`src/rtl/frs_pkg.sv`:
```
// Purpose: Shared constants and types of the fault relay and trip control block
// Assumes: 10 MHz system clock, millisecond timer tick
// Notes:   Register offsets are byte addresses on the AXI4-Lite slave

package frs_pkg;

	// --------------------------------------------------------------
	// Timing
	// --------------------------------------------------------------
	localparam int unsigned CLK_HZ          = 10_000_000;   // System clock rate
	localparam int unsigned TICK_TIME_US    = 1000;         // Timer tick period in us
	localparam int unsigned TICK_CYCLES     = CLK_HZ / 1_000_000 * TICK_TIME_US;
	localparam int unsigned GF_RELAY_MAX_MS = 40;           // Ground-fault relay bound
	localparam int unsigned NGR_RESP_MS     = 7500;         // Resistor relay bound
	localparam int unsigned RESET_HOLD_MS   = 150;          // Remote reset hold time
	localparam logic [31:0] RESET_HOLD_TICKS = 32'(RESET_HOLD_MS);

	// --------------------------------------------------------------
	// Register offsets
	// --------------------------------------------------------------
	localparam logic [7:0] OFS_CTRL      = 8'h00;  // Settings
	localparam logic [7:0] OFS_GF_DELAY  = 8'h04;  // Ground-fault trip delay, ms
	localparam logic [7:0] OFS_NGR_DELAY = 8'h08;  // Resistor-fault trip delay, ms
	localparam logic [7:0] OFS_RS_DELAY  = 8'h0C;  // Restart delay, ms
	localparam logic [7:0] OFS_STATUS    = 8'h10;  // Live state, read only
	localparam logic [7:0] OFS_HARM      = 8'h14;  // Harmonic range limits
	localparam logic [7:0] OFS_CMD       = 8'h18;  // Commands, write only
	localparam logic [7:0] OFS_IRQ_STS   = 8'h1C;  // Sticky events, read only
	localparam logic [7:0] OFS_IRQ_CLR   = 8'h20;  // Write one to clear
	localparam logic [7:0] OFS_IRQ_EN    = 8'h24;  // Interrupt enables

	// --------------------------------------------------------------
	// Field positions
	// --------------------------------------------------------------
	localparam int CTRL_GF_TRIP   = 0;   // Ground-fault trip enable
	localparam int CTRL_ALARM_ST  = 1;   // Alarm-stored mode
	localparam int CTRL_METHOD    = 2;   // Method, 2 bits
	localparam int CTRL_PHASE_MON = 4;   // Phase monitor enable
	localparam int CTRL_TRIP_SIG  = 5;   // Trip signal, 2 bits
	localparam int CTRL_FILTER    = 8;   // Filter strength, 3 bits
	localparam int CTRL_FKIND     = 11;  // Filter kind, 0 mean, 1 RMS
	localparam int CTRL_FSIZE     = 12;  // Filter elements, 6 bits
	localparam int CTRL_FIGNORE   = 18;  // Outliers skipped, 4 bits
	localparam int CTRL_MAX_RS    = 22;  // Restart attempts, 3 bits
	localparam int HARM_LOW       = 0;   // Lower harmonic, 6 bits
	localparam int HARM_UP        = 8;   // Upper harmonic, 6 bits
	localparam int CMD_RESTART    = 0;   // Manual reset of a trip
	localparam int CMD_CLEAR      = 1;   // Synchronous clear of timers and relays
	localparam int IRQ_GF         = 0;   // Ground fault detected
	localparam int IRQ_NGR        = 1;   // Resistor fault detected
	localparam int IRQ_TRIP       = 2;   // Trip relay operated
	localparam int IRQ_RESTART    = 3;   // Automatic restart made
	localparam int IRQ_LOCK       = 4;   // Restart attempts used up
	localparam int IRQ_W          = 5;

	// --------------------------------------------------------------
	// Reset values
	// --------------------------------------------------------------
	localparam logic [31:0] CTRL_RST      = 32'h0042_8001;  // GF trip on, size 40, 1 try
	localparam logic [31:0] GF_DELAY_RST  = 32'h0000_0064;  // 100 ms
	localparam logic [31:0] NGR_DELAY_RST = 32'h0000_0000;  // Immediate
	localparam logic [31:0] RS_DELAY_RST  = 32'h0000_0064;  // 100 ms
	localparam logic [31:0] HARM_RST      = 32'h0000_2001;  // Fundamental .. 32nd
	localparam logic [2:0]  MAX_RS_LIMIT  = 3'h5;           // Highest attempt count

	// --------------------------------------------------------------
	// Types
	// --------------------------------------------------------------
	typedef enum logic [1:0] {
		FRS_RUN     = 2'b00,  // Installation running
		FRS_TRIPPED = 2'b01,  // Trip relay operated
		FRS_LOCKED  = 2'b10   // Automatic restarts used up
	} frs_state_t;

	typedef enum logic [1:0] {
		FRS_M_AUTO     = 2'b00,
		FRS_M_PASSIVE  = 2'b01,
		FRS_M_EXTERNAL = 2'b10
	} frs_method_t;

	typedef enum logic [2:0] {
		FRS_F_OFF    = 3'b000,
		FRS_F_WEAK   = 3'b001,
		FRS_F_MEDIUM = 3'b010,
		FRS_F_STRONG = 3'b011,
		FRS_F_CUSTOM = 3'b100
	} frs_filter_t;

endpackage

```
`src/rtl/frs_tmr_if.sv`:
```
// Purpose: Connection between the control block and one delay timer
// Assumes: One clock domain
// Notes:   The owner drives tick, run, clear and limit; the timer answers done

interface frs_tmr_if;
	logic        tick;   // One-cycle millisecond enable
	logic        run;    // Count while high, zero while low
	logic        clear;  // Synchronous clear
	logic [31:0] limit;  // Delay in ticks
	logic        done;   // More than limit ticks seen while running

	modport owner (output tick, output run, output clear, output limit, input done);
	modport timer (input tick, input run, input clear, input limit, output done);
endinterface

```
`src/rtl/frs_trip_control.sv`:
```
// Purpose: Ground-fault, resistor-fault and trip relay decisions with restart control
// Assumes: Detection inputs come from logic on clk; pins are synchronised here
// Notes:   Settings and status live in an AXI4-Lite register file

// What this block does
// - Ground fault switches its relay within 40 ms
// - Enabled ground-fault trip waits full delay
// - Disabled ground-fault trip leaves trip relay alone
// - Ground fault from selected voltage or current compare
// - Resistor fault switches its relay within 7.5 s
// - Resistor fault trips after its own delay
// - Auto method changes over, passive stays passive
// - External method follows first digital input
// - Filter strength; custom parameters only when custom
// - Faulted phase signalled only with phase monitor
// - Alarm-stored trip latches until manual reset
// - Remote reset accepted after held over 150 ms
// - Automatic restarts after delay, one to five
module frs_trip_control #(
	parameter int unsigned TICK_CYC = frs_pkg::TICK_CYCLES  // Clock cycles per tick
) (
	input  wire logic        clk,
	input  wire logic        rst,
	input  wire logic [7:0]  s_axi_awaddr,
	input  wire logic        s_axi_awvalid,
	output logic             s_axi_awready,
	input  wire logic [31:0] s_axi_wdata,
	input  wire logic [3:0]  s_axi_wstrb,
	input  wire logic        s_axi_wvalid,
	output logic             s_axi_wready,
	output logic [1:0]       s_axi_bresp,
	output logic             s_axi_bvalid,
	input  wire logic        s_axi_bready,
	input  wire logic [7:0]  s_axi_araddr,
	input  wire logic        s_axi_arvalid,
	output logic             s_axi_arready,
	output logic [31:0]      s_axi_rdata,
	output logic [1:0]       s_axi_rresp,
	output logic             s_axi_rvalid,
	input  wire logic        s_axi_rready,
	input  wire logic [2:0]  voltage_over,
	input  wire logic [2:0]  current_over,
	input  wire logic        resistor_fault_in,
	input  wire logic [2:0]  phase_fault,
	input  wire logic        method_select_input,
	input  wire logic        remote_reset_input,
	output logic             ground_fault_relay,
	output logic             resistor_fault_relay,
	output logic             trip_relay,
	output logic             method_auto,
	output logic [2:0]       faulted_phase,
	output logic [1:0]       trip_signal_sel,
	output logic [5:0]       harm_lower,
	output logic [5:0]       harm_upper,
	output frs_pkg::frs_filter_t filter_mode,
	output logic             filter_kind,
	output logic [5:0]       filter_size,
	output logic [3:0]       filter_ignore,
	output logic             irq
);
	import frs_pkg::*;

	// --------------------------------------------------------------
	// Declarations
	// --------------------------------------------------------------
	logic [1:0]  msel_sync_ff, rrst_sync_ff;   // Pin synchronisers
	logic [31:0] tick_cnt_ff, nxt_tick_cnt;    // Tick divider
	logic        tick;                         // One-cycle ms enable
	logic        aw_got_ff, nxt_aw_got;        // Write address held
	logic        w_got_ff, nxt_w_got;          // Write data held
	logic [7:0]  awaddr_ff, nxt_awaddr;
	logic [31:0] wdata_ff, nxt_wdata;
	logic [3:0]  wstrb_ff, nxt_wstrb;
	logic        bvalid_ff, nxt_bvalid;
	logic [1:0]  bresp_ff, nxt_bresp;
	logic        rvalid_ff, nxt_rvalid;
	logic [1:0]  rresp_ff, nxt_rresp;
	logic [31:0] rdata_ff, nxt_rdata;
	logic [31:0] ctrl_ff, nxt_ctrl;            // Settings
	logic [31:0] gfd_ff, nxt_gfd;              // Ground-fault trip delay
	logic [31:0] ngrd_ff, nxt_ngrd;            // Resistor-fault trip delay
	logic [31:0] rsd_ff, nxt_rsd;              // Restart delay
	logic [31:0] harm_ff, nxt_harm;            // Harmonic range
	logic [IRQ_W-1:0] irq_en_ff, nxt_irq_en;   // Interrupt enables
	logic [IRQ_W-1:0] irq_sts_ff, nxt_irq_sts; // Sticky events
	logic [IRQ_W-1:0] irq_clr, irq_ev;         // Clear strobe and events
	logic        cmd_restart, cmd_clear;       // Command strobes
	logic        do_write;
	frs_state_t  state_ff, nxt_state;          // Trip state
	logic [2:0]  tries_ff, nxt_tries;          // Automatic restarts made
	logic        gf_det;                       // Ground fault now
	logic        fault_now;                    // Any fault now
	logic        rr_done_q_ff;                 // Remote reset done, last cycle
	logic        remote_req;                   // Accepted remote reset
	logic        gf_rel_ff, ngr_rel_ff, mauto_ff;
	logic [2:0]  phase_ff, nxt_phase;
	logic        restart_ev, lock_ev;

	frs_tmr_if gf_t ();   // Ground-fault trip delay
	frs_tmr_if ngr_t ();  // Resistor-fault trip delay
	frs_tmr_if rs_t ();   // Restart delay
	frs_tmr_if rr_t ();   // Remote reset hold

	// Merge write data into a register under byte enables
	function automatic logic [31:0] apply_strb(input logic [31:0] old_v,
		input logic [31:0] new_v, input logic [3:0] strb);
		logic [31:0] r;
		r = old_v;
		for (int i = 0; i < 4; i++) begin
			if (strb[i]) begin
				r[8*i +: 8] = new_v[8*i +: 8];
			end
		end
		return r;
	endfunction

	// Restart attempt limit, held to one..five
	function automatic logic [2:0] max_tries(input logic [2:0] v);
		if (v == 3'h0) begin
			return 3'h1;
		end else if (v > MAX_RS_LIMIT) begin
			return MAX_RS_LIMIT;
		end
		return v;
	endfunction

	// --------------------------------------------------------------
	// Pin synchronisers and tick divider
	// --------------------------------------------------------------
	assign nxt_tick_cnt = (tick_cnt_ff >= 32'(TICK_CYC - 1)) ? 32'h0000_0000
		: tick_cnt_ff + 32'h0000_0001;
	assign tick = (tick_cnt_ff == 32'h0000_0000);

	// Two flip-flops per pin, divider count
	always_ff @(posedge clk or posedge rst) begin
		if (rst) begin
			msel_sync_ff <= 2'h0;
			rrst_sync_ff <= 2'h0;
			tick_cnt_ff  <= 32'h0000_0000;
		end else begin
			msel_sync_ff <= {msel_sync_ff[0], method_select_input};
			rrst_sync_ff <= {rrst_sync_ff[0], remote_reset_input};
			tick_cnt_ff  <= nxt_tick_cnt;
		end
	end

	// --------------------------------------------------------------
	// AXI4-Lite slave and register file
	// --------------------------------------------------------------
	assign s_axi_awready = !aw_got_ff && !bvalid_ff;
	assign s_axi_wready  = !w_got_ff && !bvalid_ff;
	assign s_axi_arready = !rvalid_ff;
	assign do_write      = aw_got_ff && w_got_ff && !bvalid_ff;

	// Channel handshakes, register writes and read data
	always_comb begin
		nxt_aw_got  = aw_got_ff;
		nxt_w_got   = w_got_ff;
		nxt_awaddr  = awaddr_ff;
		nxt_wdata   = wdata_ff;
		nxt_wstrb   = wstrb_ff;
		nxt_bvalid  = bvalid_ff;
		nxt_bresp   = bresp_ff;
		nxt_rvalid  = rvalid_ff;
		nxt_rresp   = rresp_ff;
		nxt_rdata   = rdata_ff;
		nxt_ctrl    = ctrl_ff;
		nxt_gfd     = gfd_ff;
		nxt_ngrd    = ngrd_ff;
		nxt_rsd     = rsd_ff;
		nxt_harm    = harm_ff;
		nxt_irq_en  = irq_en_ff;
		irq_clr     = '0;
		cmd_restart = 1'b0;
		cmd_clear   = 1'b0;
		// Address and data taken in either order
		if (s_axi_awvalid && s_axi_awready) begin
			nxt_aw_got = 1'b1;
			nxt_awaddr = s_axi_awaddr;
		end
		if (s_axi_wvalid && s_axi_wready) begin
			nxt_w_got = 1'b1;
			nxt_wdata = s_axi_wdata;
			nxt_wstrb = s_axi_wstrb;
		end
		// Both held: perform the write and answer
		if (do_write) begin
			nxt_aw_got = 1'b0;
			nxt_w_got  = 1'b0;
			nxt_bvalid = 1'b1;
			nxt_bresp  = 2'b00;
			unique case ({awaddr_ff[7:2], 2'b00})
				OFS_CTRL:      nxt_ctrl = apply_strb(ctrl_ff, wdata_ff, wstrb_ff);
				OFS_GF_DELAY:  nxt_gfd  = apply_strb(gfd_ff, wdata_ff, wstrb_ff);
				OFS_NGR_DELAY: nxt_ngrd = apply_strb(ngrd_ff, wdata_ff, wstrb_ff);
				OFS_RS_DELAY:  nxt_rsd  = apply_strb(rsd_ff, wdata_ff, wstrb_ff);
				OFS_HARM:      nxt_harm = apply_strb(harm_ff, wdata_ff, wstrb_ff);
				OFS_IRQ_EN: begin
					nxt_irq_en = wstrb_ff[0] ? wdata_ff[IRQ_W-1:0] : irq_en_ff;
				end
				OFS_IRQ_CLR: begin
					irq_clr = wstrb_ff[0] ? wdata_ff[IRQ_W-1:0] : '0;
				end
				OFS_CMD: begin
					cmd_restart = wstrb_ff[0] && wdata_ff[CMD_RESTART];
					cmd_clear   = wstrb_ff[0] && wdata_ff[CMD_CLEAR];
				end
				OFS_STATUS, OFS_IRQ_STS: ;   // Read only, write ignored
				default: nxt_bresp = 2'b10;  // Unmapped
			endcase
		end
		if (bvalid_ff && s_axi_bready) begin
			nxt_bvalid = 1'b0;
		end
		// Read answered one cycle after the address is taken
		if (s_axi_arvalid && s_axi_arready) begin
			nxt_rvalid = 1'b1;
			nxt_rresp  = 2'b00;
			nxt_rdata  = 32'h0000_0000;
			unique case ({s_axi_araddr[7:2], 2'b00})
				OFS_CTRL:      nxt_rdata = ctrl_ff;
				OFS_GF_DELAY:  nxt_rdata = gfd_ff;
				OFS_NGR_DELAY: nxt_rdata = ngrd_ff;
				OFS_RS_DELAY:  nxt_rdata = rsd_ff;
				OFS_HARM:      nxt_rdata = harm_ff;
				OFS_IRQ_EN:    nxt_rdata[IRQ_W-1:0] = irq_en_ff;
				OFS_IRQ_STS:   nxt_rdata[IRQ_W-1:0] = irq_sts_ff;
				OFS_STATUS: begin
					nxt_rdata[8:0] = {tries_ff, state_ff, mauto_ff,
						trip_relay, ngr_rel_ff, gf_rel_ff};
				end
				OFS_CMD, OFS_IRQ_CLR: ;      // Write only, reads zero
				default: nxt_rresp = 2'b10;  // Unmapped
			endcase
		end else if (rvalid_ff && s_axi_rready) begin
			nxt_rvalid = 1'b0;
		end
	end

	// Register the bus and settings state
	always_ff @(posedge clk or posedge rst) begin
		if (rst) begin
			aw_got_ff <= 1'b0;
			w_got_ff  <= 1'b0;
			awaddr_ff <= 8'h00;
			wdata_ff  <= 32'h0000_0000;
			wstrb_ff  <= 4'h0;
			bvalid_ff <= 1'b0;
			bresp_ff  <= 2'b00;
			rvalid_ff <= 1'b0;
			rresp_ff  <= 2'b00;
			rdata_ff  <= 32'h0000_0000;
			ctrl_ff   <= CTRL_RST;
			gfd_ff    <= GF_DELAY_RST;
			ngrd_ff   <= NGR_DELAY_RST;
			rsd_ff    <= RS_DELAY_RST;
			harm_ff   <= HARM_RST;
			irq_en_ff <= '0;
		end else begin
			aw_got_ff <= nxt_aw_got;
			w_got_ff  <= nxt_w_got;
			awaddr_ff <= nxt_awaddr;
			wdata_ff  <= nxt_wdata;
			wstrb_ff  <= nxt_wstrb;
			bvalid_ff <= nxt_bvalid;
			bresp_ff  <= nxt_bresp;
			rvalid_ff <= nxt_rvalid;
			rresp_ff  <= nxt_rresp;
			rdata_ff  <= nxt_rdata;
			ctrl_ff   <= nxt_ctrl;
			gfd_ff    <= nxt_gfd;
			ngrd_ff   <= nxt_ngrd;
			rsd_ff    <= nxt_rsd;
			harm_ff   <= nxt_harm;
			irq_en_ff <= nxt_irq_en;
		end
	end

	assign s_axi_bvalid = bvalid_ff;
	assign s_axi_bresp  = bresp_ff;
	assign s_axi_rvalid = rvalid_ff;
	assign s_axi_rresp  = rresp_ff;
	assign s_axi_rdata  = rdata_ff;

	// --------------------------------------------------------------
	// Detection and delay timers
	// --------------------------------------------------------------
	assign gf_det = ((voltage_over[ctrl_ff[CTRL_TRIP_SIG +: 2]] && ctrl_ff[6:5] != 2'b11)
		|| (current_over[ctrl_ff[CTRL_TRIP_SIG +: 2]] && ctrl_ff[6:5] != 2'b11));
	assign fault_now = gf_det || resistor_fault_in;

	assign gf_t.tick   = tick;
	assign gf_t.clear  = cmd_clear;
	assign gf_t.limit  = gfd_ff;
	assign gf_t.run    = gf_det && ctrl_ff[CTRL_GF_TRIP] && state_ff == FRS_RUN;
	assign ngr_t.tick  = tick;
	assign ngr_t.clear = cmd_clear;
	assign ngr_t.limit = ngrd_ff;
	assign ngr_t.run   = resistor_fault_in && state_ff == FRS_RUN;
	assign rs_t.tick   = tick;
	assign rs_t.clear  = cmd_clear;
	assign rs_t.limit  = rsd_ff;
	assign rs_t.run    = state_ff == FRS_TRIPPED && !fault_now && !ctrl_ff[CTRL_ALARM_ST];
	assign rr_t.tick   = tick;
	assign rr_t.clear  = cmd_clear;
	assign rr_t.limit  = RESET_HOLD_TICKS;
	assign rr_t.run    = rrst_sync_ff[1];
	assign remote_req  = rr_t.done && !rr_done_q_ff;

	frs_delay_timer u_gf_tmr (.clk(clk), .rst(rst), .t(gf_t.timer));
	frs_delay_timer resistor_voltage_tmr (.clk(clk), .rst(rst), .t(ngr_t.timer));
	frs_delay_timer u_rs_tmr (.clk(clk), .rst(rst), .t(rs_t.timer));
	frs_delay_timer u_rr_tmr (.clk(clk), .rst(rst), .t(rr_t.timer));

	// --------------------------------------------------------------
	// Trip and restart state machine
	// --------------------------------------------------------------
	always_comb begin
		nxt_state  = state_ff;
		nxt_tries  = tries_ff;
		restart_ev = 1'b0;
		lock_ev    = 1'b0;
		unique case (state_ff)
			FRS_RUN: begin
				if (gf_t.done || ngr_t.done) begin
					nxt_state = FRS_TRIPPED;
				end
			end
			FRS_TRIPPED: begin
				// A request is taken only with no fault present; it clears the restart count
				if ((cmd_restart || remote_req) && !fault_now) begin
					nxt_state = FRS_RUN;
					nxt_tries = 3'h0;
				end else if (!ctrl_ff[CTRL_ALARM_ST] && rs_t.done) begin
					if (tries_ff < max_tries(ctrl_ff[CTRL_MAX_RS +: 3])) begin
						nxt_state  = FRS_RUN;
						nxt_tries  = tries_ff + 3'h1;
						restart_ev = 1'b1;
					end else begin
						nxt_state = FRS_LOCKED;
						lock_ev   = 1'b1;
					end
				end
			end
			FRS_LOCKED: begin
				if ((cmd_restart || remote_req) && !fault_now) begin
					nxt_state = FRS_RUN;
					nxt_tries = 3'h0;
				end
			end
			default: nxt_state = FRS_RUN;
		endcase
		if (cmd_clear) begin
			nxt_state = FRS_RUN;
			nxt_tries = 3'h0;
		end
	end

	// Events set sticky bits; a set wins over a clear in the same cycle
	assign irq_ev[IRQ_GF]      = gf_det && !gf_rel_ff;
	assign irq_ev[IRQ_NGR]     = resistor_fault_in && !ngr_rel_ff;
	assign irq_ev[IRQ_TRIP]    = state_ff == FRS_RUN && nxt_state == FRS_TRIPPED;
	assign irq_ev[IRQ_RESTART] = restart_ev;
	assign irq_ev[IRQ_LOCK]    = lock_ev;
	assign nxt_irq_sts = (irq_sts_ff & ~irq_clr) | irq_ev;

	assign nxt_phase = (ctrl_ff[CTRL_PHASE_MON] && gf_det) ? phase_fault : 3'h0;

	// Register relays, state and events
	always_ff @(posedge clk or posedge rst) begin
		if (rst) begin
			state_ff     <= FRS_RUN;
			tries_ff     <= 3'h0;
			irq_sts_ff   <= '0;
			rr_done_q_ff <= 1'b0;
			gf_rel_ff    <= 1'b0;
			ngr_rel_ff   <= 1'b0;
			mauto_ff     <= 1'b1;
			phase_ff     <= 3'h0;
		end else begin
			state_ff     <= nxt_state;
			tries_ff     <= nxt_tries;
			irq_sts_ff   <= nxt_irq_sts;
			rr_done_q_ff <= rr_t.done;
			gf_rel_ff    <= gf_det && !cmd_clear;
			ngr_rel_ff   <= resistor_fault_in && !cmd_clear;
			mauto_ff     <= (ctrl_ff[3:2] == FRS_M_AUTO)
				|| (ctrl_ff[3:2] == FRS_M_EXTERNAL && msel_sync_ff[1]);
			phase_ff     <= nxt_phase;
		end
	end

	// --------------------------------------------------------------
	// Outputs
	// --------------------------------------------------------------
	assign ground_fault_relay   = gf_rel_ff;
	assign resistor_fault_relay = ngr_rel_ff;
	assign trip_relay           = state_ff != FRS_RUN;
	assign method_auto          = mauto_ff;
	assign faulted_phase        = phase_ff;
	assign trip_signal_sel      = ctrl_ff[CTRL_TRIP_SIG +: 2];
	assign harm_lower           = harm_ff[HARM_LOW +: 6];
	assign harm_upper           = harm_ff[HARM_UP +: 6];
	assign filter_mode          = frs_filter_t'(ctrl_ff[CTRL_FILTER +: 3]);
	assign filter_kind   = (filter_mode == FRS_F_CUSTOM) && ctrl_ff[CTRL_FKIND];
	assign filter_size   = (filter_mode == FRS_F_CUSTOM) ? ctrl_ff[CTRL_FSIZE +: 6] : 6'h00;
	assign filter_ignore = (filter_mode == FRS_F_CUSTOM) ? ctrl_ff[CTRL_FIGNORE +: 4] : 4'h0;
	assign irq                  = |(irq_sts_ff & irq_en_ff);
endmodule

```
`src/rtl/frs_delay_timer.sv`:
```
// Purpose: Millisecond delay timer
// Assumes: tick is a one-cycle pulse from the owner's divider
// Notes:   done needs more than limit ticks so the delay has fully passed

module frs_delay_timer (
	input  wire logic clk,
	input  wire logic rst,
	frs_tmr_if.timer  t
);
	import frs_pkg::*;

	logic [31:0] cnt_ff;      // Ticks seen while running
	logic [31:0] nxt_cnt;

	// Count ticks, saturating one above the limit
	always_comb begin
		nxt_cnt = cnt_ff;
		if (t.clear || !t.run) begin
			nxt_cnt = 32'h0000_0000;
		end else if (t.tick && cnt_ff <= t.limit && cnt_ff != 32'hFFFF_FFFF) begin
			nxt_cnt = cnt_ff + 32'h0000_0001;
		end
	end

	always_ff @(posedge clk or posedge rst) begin
		if (rst) begin
			cnt_ff <= 32'h0000_0000;
		end else begin
			cnt_ff <= nxt_cnt;
		end
	end

	assign t.done = t.run && !t.clear && (cnt_ff > t.limit);
endmodule

```
`config.mk`:
```
export PLATFORM = sky130hd
export DESIGN_NAME = frs_trip_control
export DESIGN_NICKNAME = d
export VERILOG_FILES = /design/src/rtl/frs_pkg.sv /design/src/rtl/frs_tmr_if.sv /design/src/rtl/frs_trip_control.sv /design/src/rtl/frs_delay_timer.sv
export SDC_FILE = /design/constraint.sdc
export NUM_CORES = 1
export LEC_CHECK = 0
export BUFFER_PORTS_ARGS = -buffer_cell sky130_fd_sc_hd__buf_4
export CAP_MARGIN = 20
export CORE_MARGIN = 1
export CORE_UTILIZATION = 55
export CTS_BUF_LIST = sky130_fd_sc_hd__clkbuf_8
export DETAILED_ROUTE_END_ITERATION = 6
export GPL_TIMING_DRIVEN = 0
export PLACE_DENSITY = 0.78
export SKIP_LAST_GASP = 1
export SYNTH_ARGS = -nofsm -noshare
export SYNTH_HDL_FRONTEND = slang
export SYNTH_HIERARCHICAL = 1
export SYNTH_SLANG_ARGS = --single-unit
```
`constraint.sdc`:
```
create_clock -name clk -period 8.2 [get_ports clk]
set_clock_uncertainty 0.15 [all_clocks]
set_input_delay 0.41 -clock clk [delete_from_list [all_inputs] [get_ports clk]]
set_output_delay 0.41 -clock clk [all_outputs]
set_load 0.03 [all_outputs]
```
==> flow_metrics.env <==
export IMPL_hold_depth=4
export IMPL_track_usage_pct=31.3
export IMPL_maxSlewViolCount=0
export IMPL_area_delta_synth_final_pct=18.2
export IMPL_antenna_cells=0
export IMPL_reg2reg_to="tries_ff[1]$_DFFE_PP0P_"
export IMPL_min_period_ns=4.62
export IMPL_rsz0062_at_grt="no"
export IMPL_hold_buffers=53
export IMPL_yosys_area_top_type_share_pct=44.7
export IMPL_worst_ir_drop_vdd_uv=119
export IMPL_design_core_area_mm2=0.0412
export IMPL_design_area_mm2=0.0274
export IMPL_die_w_um=207
export IMPL_synthesis_area_mm2=0.0231
export IMPL_start_util_pct=56.2
export IMPL_r2r_start="s_axi_bvalid$_DFFE_PP0P_"
export IMPL_synth_seq_cells=426
export IMPL_endpoint="tries_ff[1]$_DFFE_PP0P_"
export IMPL_grt_pass1_wl_um=106000
export IMPL_synth_area_leaders="dfrtp_1 45%, mux2_2 9.8%, ha_1 7.4%, a21oi_1 4.1%, inv_1 2.7%"
export IMPL_finalCritPeriodShare_pct=56.4
export IMPL_grt_pass1_vias=19562
export IMPL_port_buffers=141
export IMPL_tns_ns=0
export IMPL_total_power_w=0.00756
export IMPL_drv_cap=0
export IMPL_clk_pin_slew_ns=0.08
export IMPL_htreeDepth=3
export IMPL_cts_resized=0
export IMPL_clk_latency_ns=0.65
export IMPL_via_per_inst=6.16
export IMPL_power_per_cell_area_mw_per_mm2=276
export IMPL_antenna_found_initial=0
export IMPL_yosysTopAreaCell="dfrtp_1"
export IMPL_cts_buffers=74
export IMPL_crit_start="s_axi_bvalid$_DFFE_PP0P_"
export IMPL_setup_viol=0
export IMPL_worst_ep_arrival_time_ns=4.98
export IMPL_layout_common_cells="413 x dfrtp_1, 201 x mux2_2, 192 x inv_1"
export IMPL_critPathMaxFanout=10
export IMPL_initialDrtViolationCount=1737
export IMPL_final_common_cell="dfrtp_1"
export IMPL_wl_per_cell_um=21.1
export IMPL_required_ns=8.56
export IMPL_die_area_mm2=0.0429
export IMPL_avgSynthCellArea_um2=10.3
export IMPL_synthArstFlopShare_pct=100
export IMPL_relSlewSlack_pct=30.0
export IMPL_ys_warn_count=6
export IMPL_place_gp_congestion=0.949
export IMPL_synth_seq_area_share_pct=46.1
export IMPL_ys_flop_type="dfrtp_1"
export IMPL_worst_setup_path_end_kind="flop"
export IMPL_cp_start_kind="flop"
export IMPL_ioPinCount=148
export IMPL_cts_tree="built"
export IMPL_syn_inst=2255
export IMPL_drt_first_pass_iters=6
export IMPL_p_leak_nw=12.4
export IMPL_rows=74
export IMPL_clock_tree_root_cell="clkbuf_8"
export IMPL_finalHoldViolations=0
export IMPL_dpl_instance_area_mm2=0.0253
export IMPL_drtAntennaViolNets=0
export IMPL_synth_cell_type_count=74
export IMPL_reg2reg_depth=14
export IMPL_place_hpwl_um=48700
export IMPL_synth_edf_count=0
export IMPL_route_detailed_drc=0
export IMPL_post_cts_buffers=0
export IMPL_die_h_um=207
export IMPL_hold_class="in2reg"
export IMPL_drive_gt1_share_pct=21.9
export IMPL_path_class="reg2reg"
export IMPL_final_util_pct=66.4
export IMPL_grt_max_degree=41
export IMPL_worst_slew_pin_transition_ns=1.04
export IMPL_num_nets_final=2795
export IMPL_via_count=19552
export IMPL_hold_start="s_axi_araddr[6]"
export IMPL_status="complete, no violations"
export IMPL_overflow=0
export IMPL_clockBufferDepth=3
export IMPL_routed_wirelength_um=66900
export IMPL_cts_num_sinks=426
export IMPL_hold_ws_ns=0.0640
export IMPL_reg2reg_setup_slack_ns=3.58
export IMPL_fmax_mhz=216
export IMPL_fillerInstances=3014
[cell families (layout without fill, tap and decap cells)]
| kind of cell | after synthesis | after routing | synth area share [%] |
|---|---|---|---|
| mux | 242 | 242 | 11.9 |
| xor+xnor | 16 | 16 | 0.606 |
| fa+ha+maj | 137 | 137 | 7.41 |
| other cells | 2 | 52 | 0.0325 |
| compound gates | 462 | 462 | 12.6 |
| flops | 426 | 426 | 46.1 |
| simple gates | 696 | 696 | 16.5 |
| buf+inv | 274 | 612 | 4.88 |
[metrics by stage]
step | setup slack (ns) | std cells
floorplan | 3.69 | 2305
global placement | 2.14 | 2978
detailed placement | 3.78 | 2990
CTS | 3.69 | 3175
global route | 3.39 | 3175
finish | 3.58 | 3175
[report_power, final]
group | internal [W] | switching (W) | leakage (nW)
combinational | 0.00106 | 0.00142 | 5.88
clock | 0.00106 | 0.000908 | 0.862
sequential | 0.00256 | 0.000559 | 5.68
total | 0.00468 | 0.00288 | 12.4
[synthesized netlist by cell type, drive strengths merged (9+ instances only)]
library cell,number
a21o,12
a21oi,191
a221o,13
a221oi,24
a222oi,10
a22oi,10
and2,26
and3,38
and4,9
buf,39
clkbuf,65
dfrtp,413
dfstp,13
ha,137
inv,169
mux2,202
mux2i,34
nand2,172
nand2b,20
nand3,73
nand4,80
nor2,117
nor2b,14
nor3,14
nor4,20
o211ai,18
o21ai,116
o31ai,29
or3,65
or4,35
[metal layers]
metal  global-route usage [%]  vias up  wire length, um
li1                         -     8825                -
met2                     52.2      835            32600
met5                        0        -                0
met1                     39.2     9698            26600
met4                     15.8        0             3290
met3                     5.72      194             4440
[worst min-delay path by stage]
stage | to
floorplan | msel_sync_ff[1]$_DFF_PP0_
global placement | rrst_sync_ff[1]$_DFF_PP0_
detailed placement | rrst_sync_ff[1]$_DFF_PP0_
CTS | s_axi_rdata[8]$_DFFE_PP0P_
global route | s_axi_rdata[7]$_DFFE_PP0P_
finish | s_axi_rdata[8]$_DFFE_PP0P_
[registers in the layout, summed over array words and instances, names as in the netlist, 32 cells and up]
name                         cells
ngr_t.limit                     32
gf_t.limit                      32
u_rs_tmr/cnt_ff                 32
tick_cnt_ff                     32
wdata_ff                        32
u_rr_tmr/cnt_ff                 32
rs_t.limit                      32
ctrl_ff                         32
s_axi_rdata                     32
harm_ff                         32
u_gf_tmr/cnt_ff                 32
resistor_voltage_tmr/cnt_ff     32
[critical path, cell delays in order, from the launching register on]
cell	delay, ns
dfrtp_1	0.44
and3b_1	0.26
and2_1	0.13
clkbuf_1	0.35
and3_1	0.53
nand2b_1	0.32
clkbuf_1	0.41
clkbuf_1	0.47
a21oi_1	0.25
nand2b_1	0.22
nor2_1	0.06
nand3_1	0.19
a21oi_1	0.10
nor2_1	0.25
mux2_2	0.37
[layout make-up]
| class | instances | area, um^2 | area share (%) |
|---|---|---|---|
| clock buffers | 90 | 1240 | 4.53 |
| repair buffers | 206 | 1870 | 6.82 |
| multi-input cells | 1605 | 11500 | 42.1 |
| inverters | 170 | 642 | 2.35 |
| plain buffers | 104 | 490 | 1.79 |
| clock inverters | 42 | 249 | 0.910 |
| flip-flops and latches | 426 | 10700 | 39.0 |
| well taps | 532 | 666 | 2.43 |
Power figures use the tool's default switching activity.
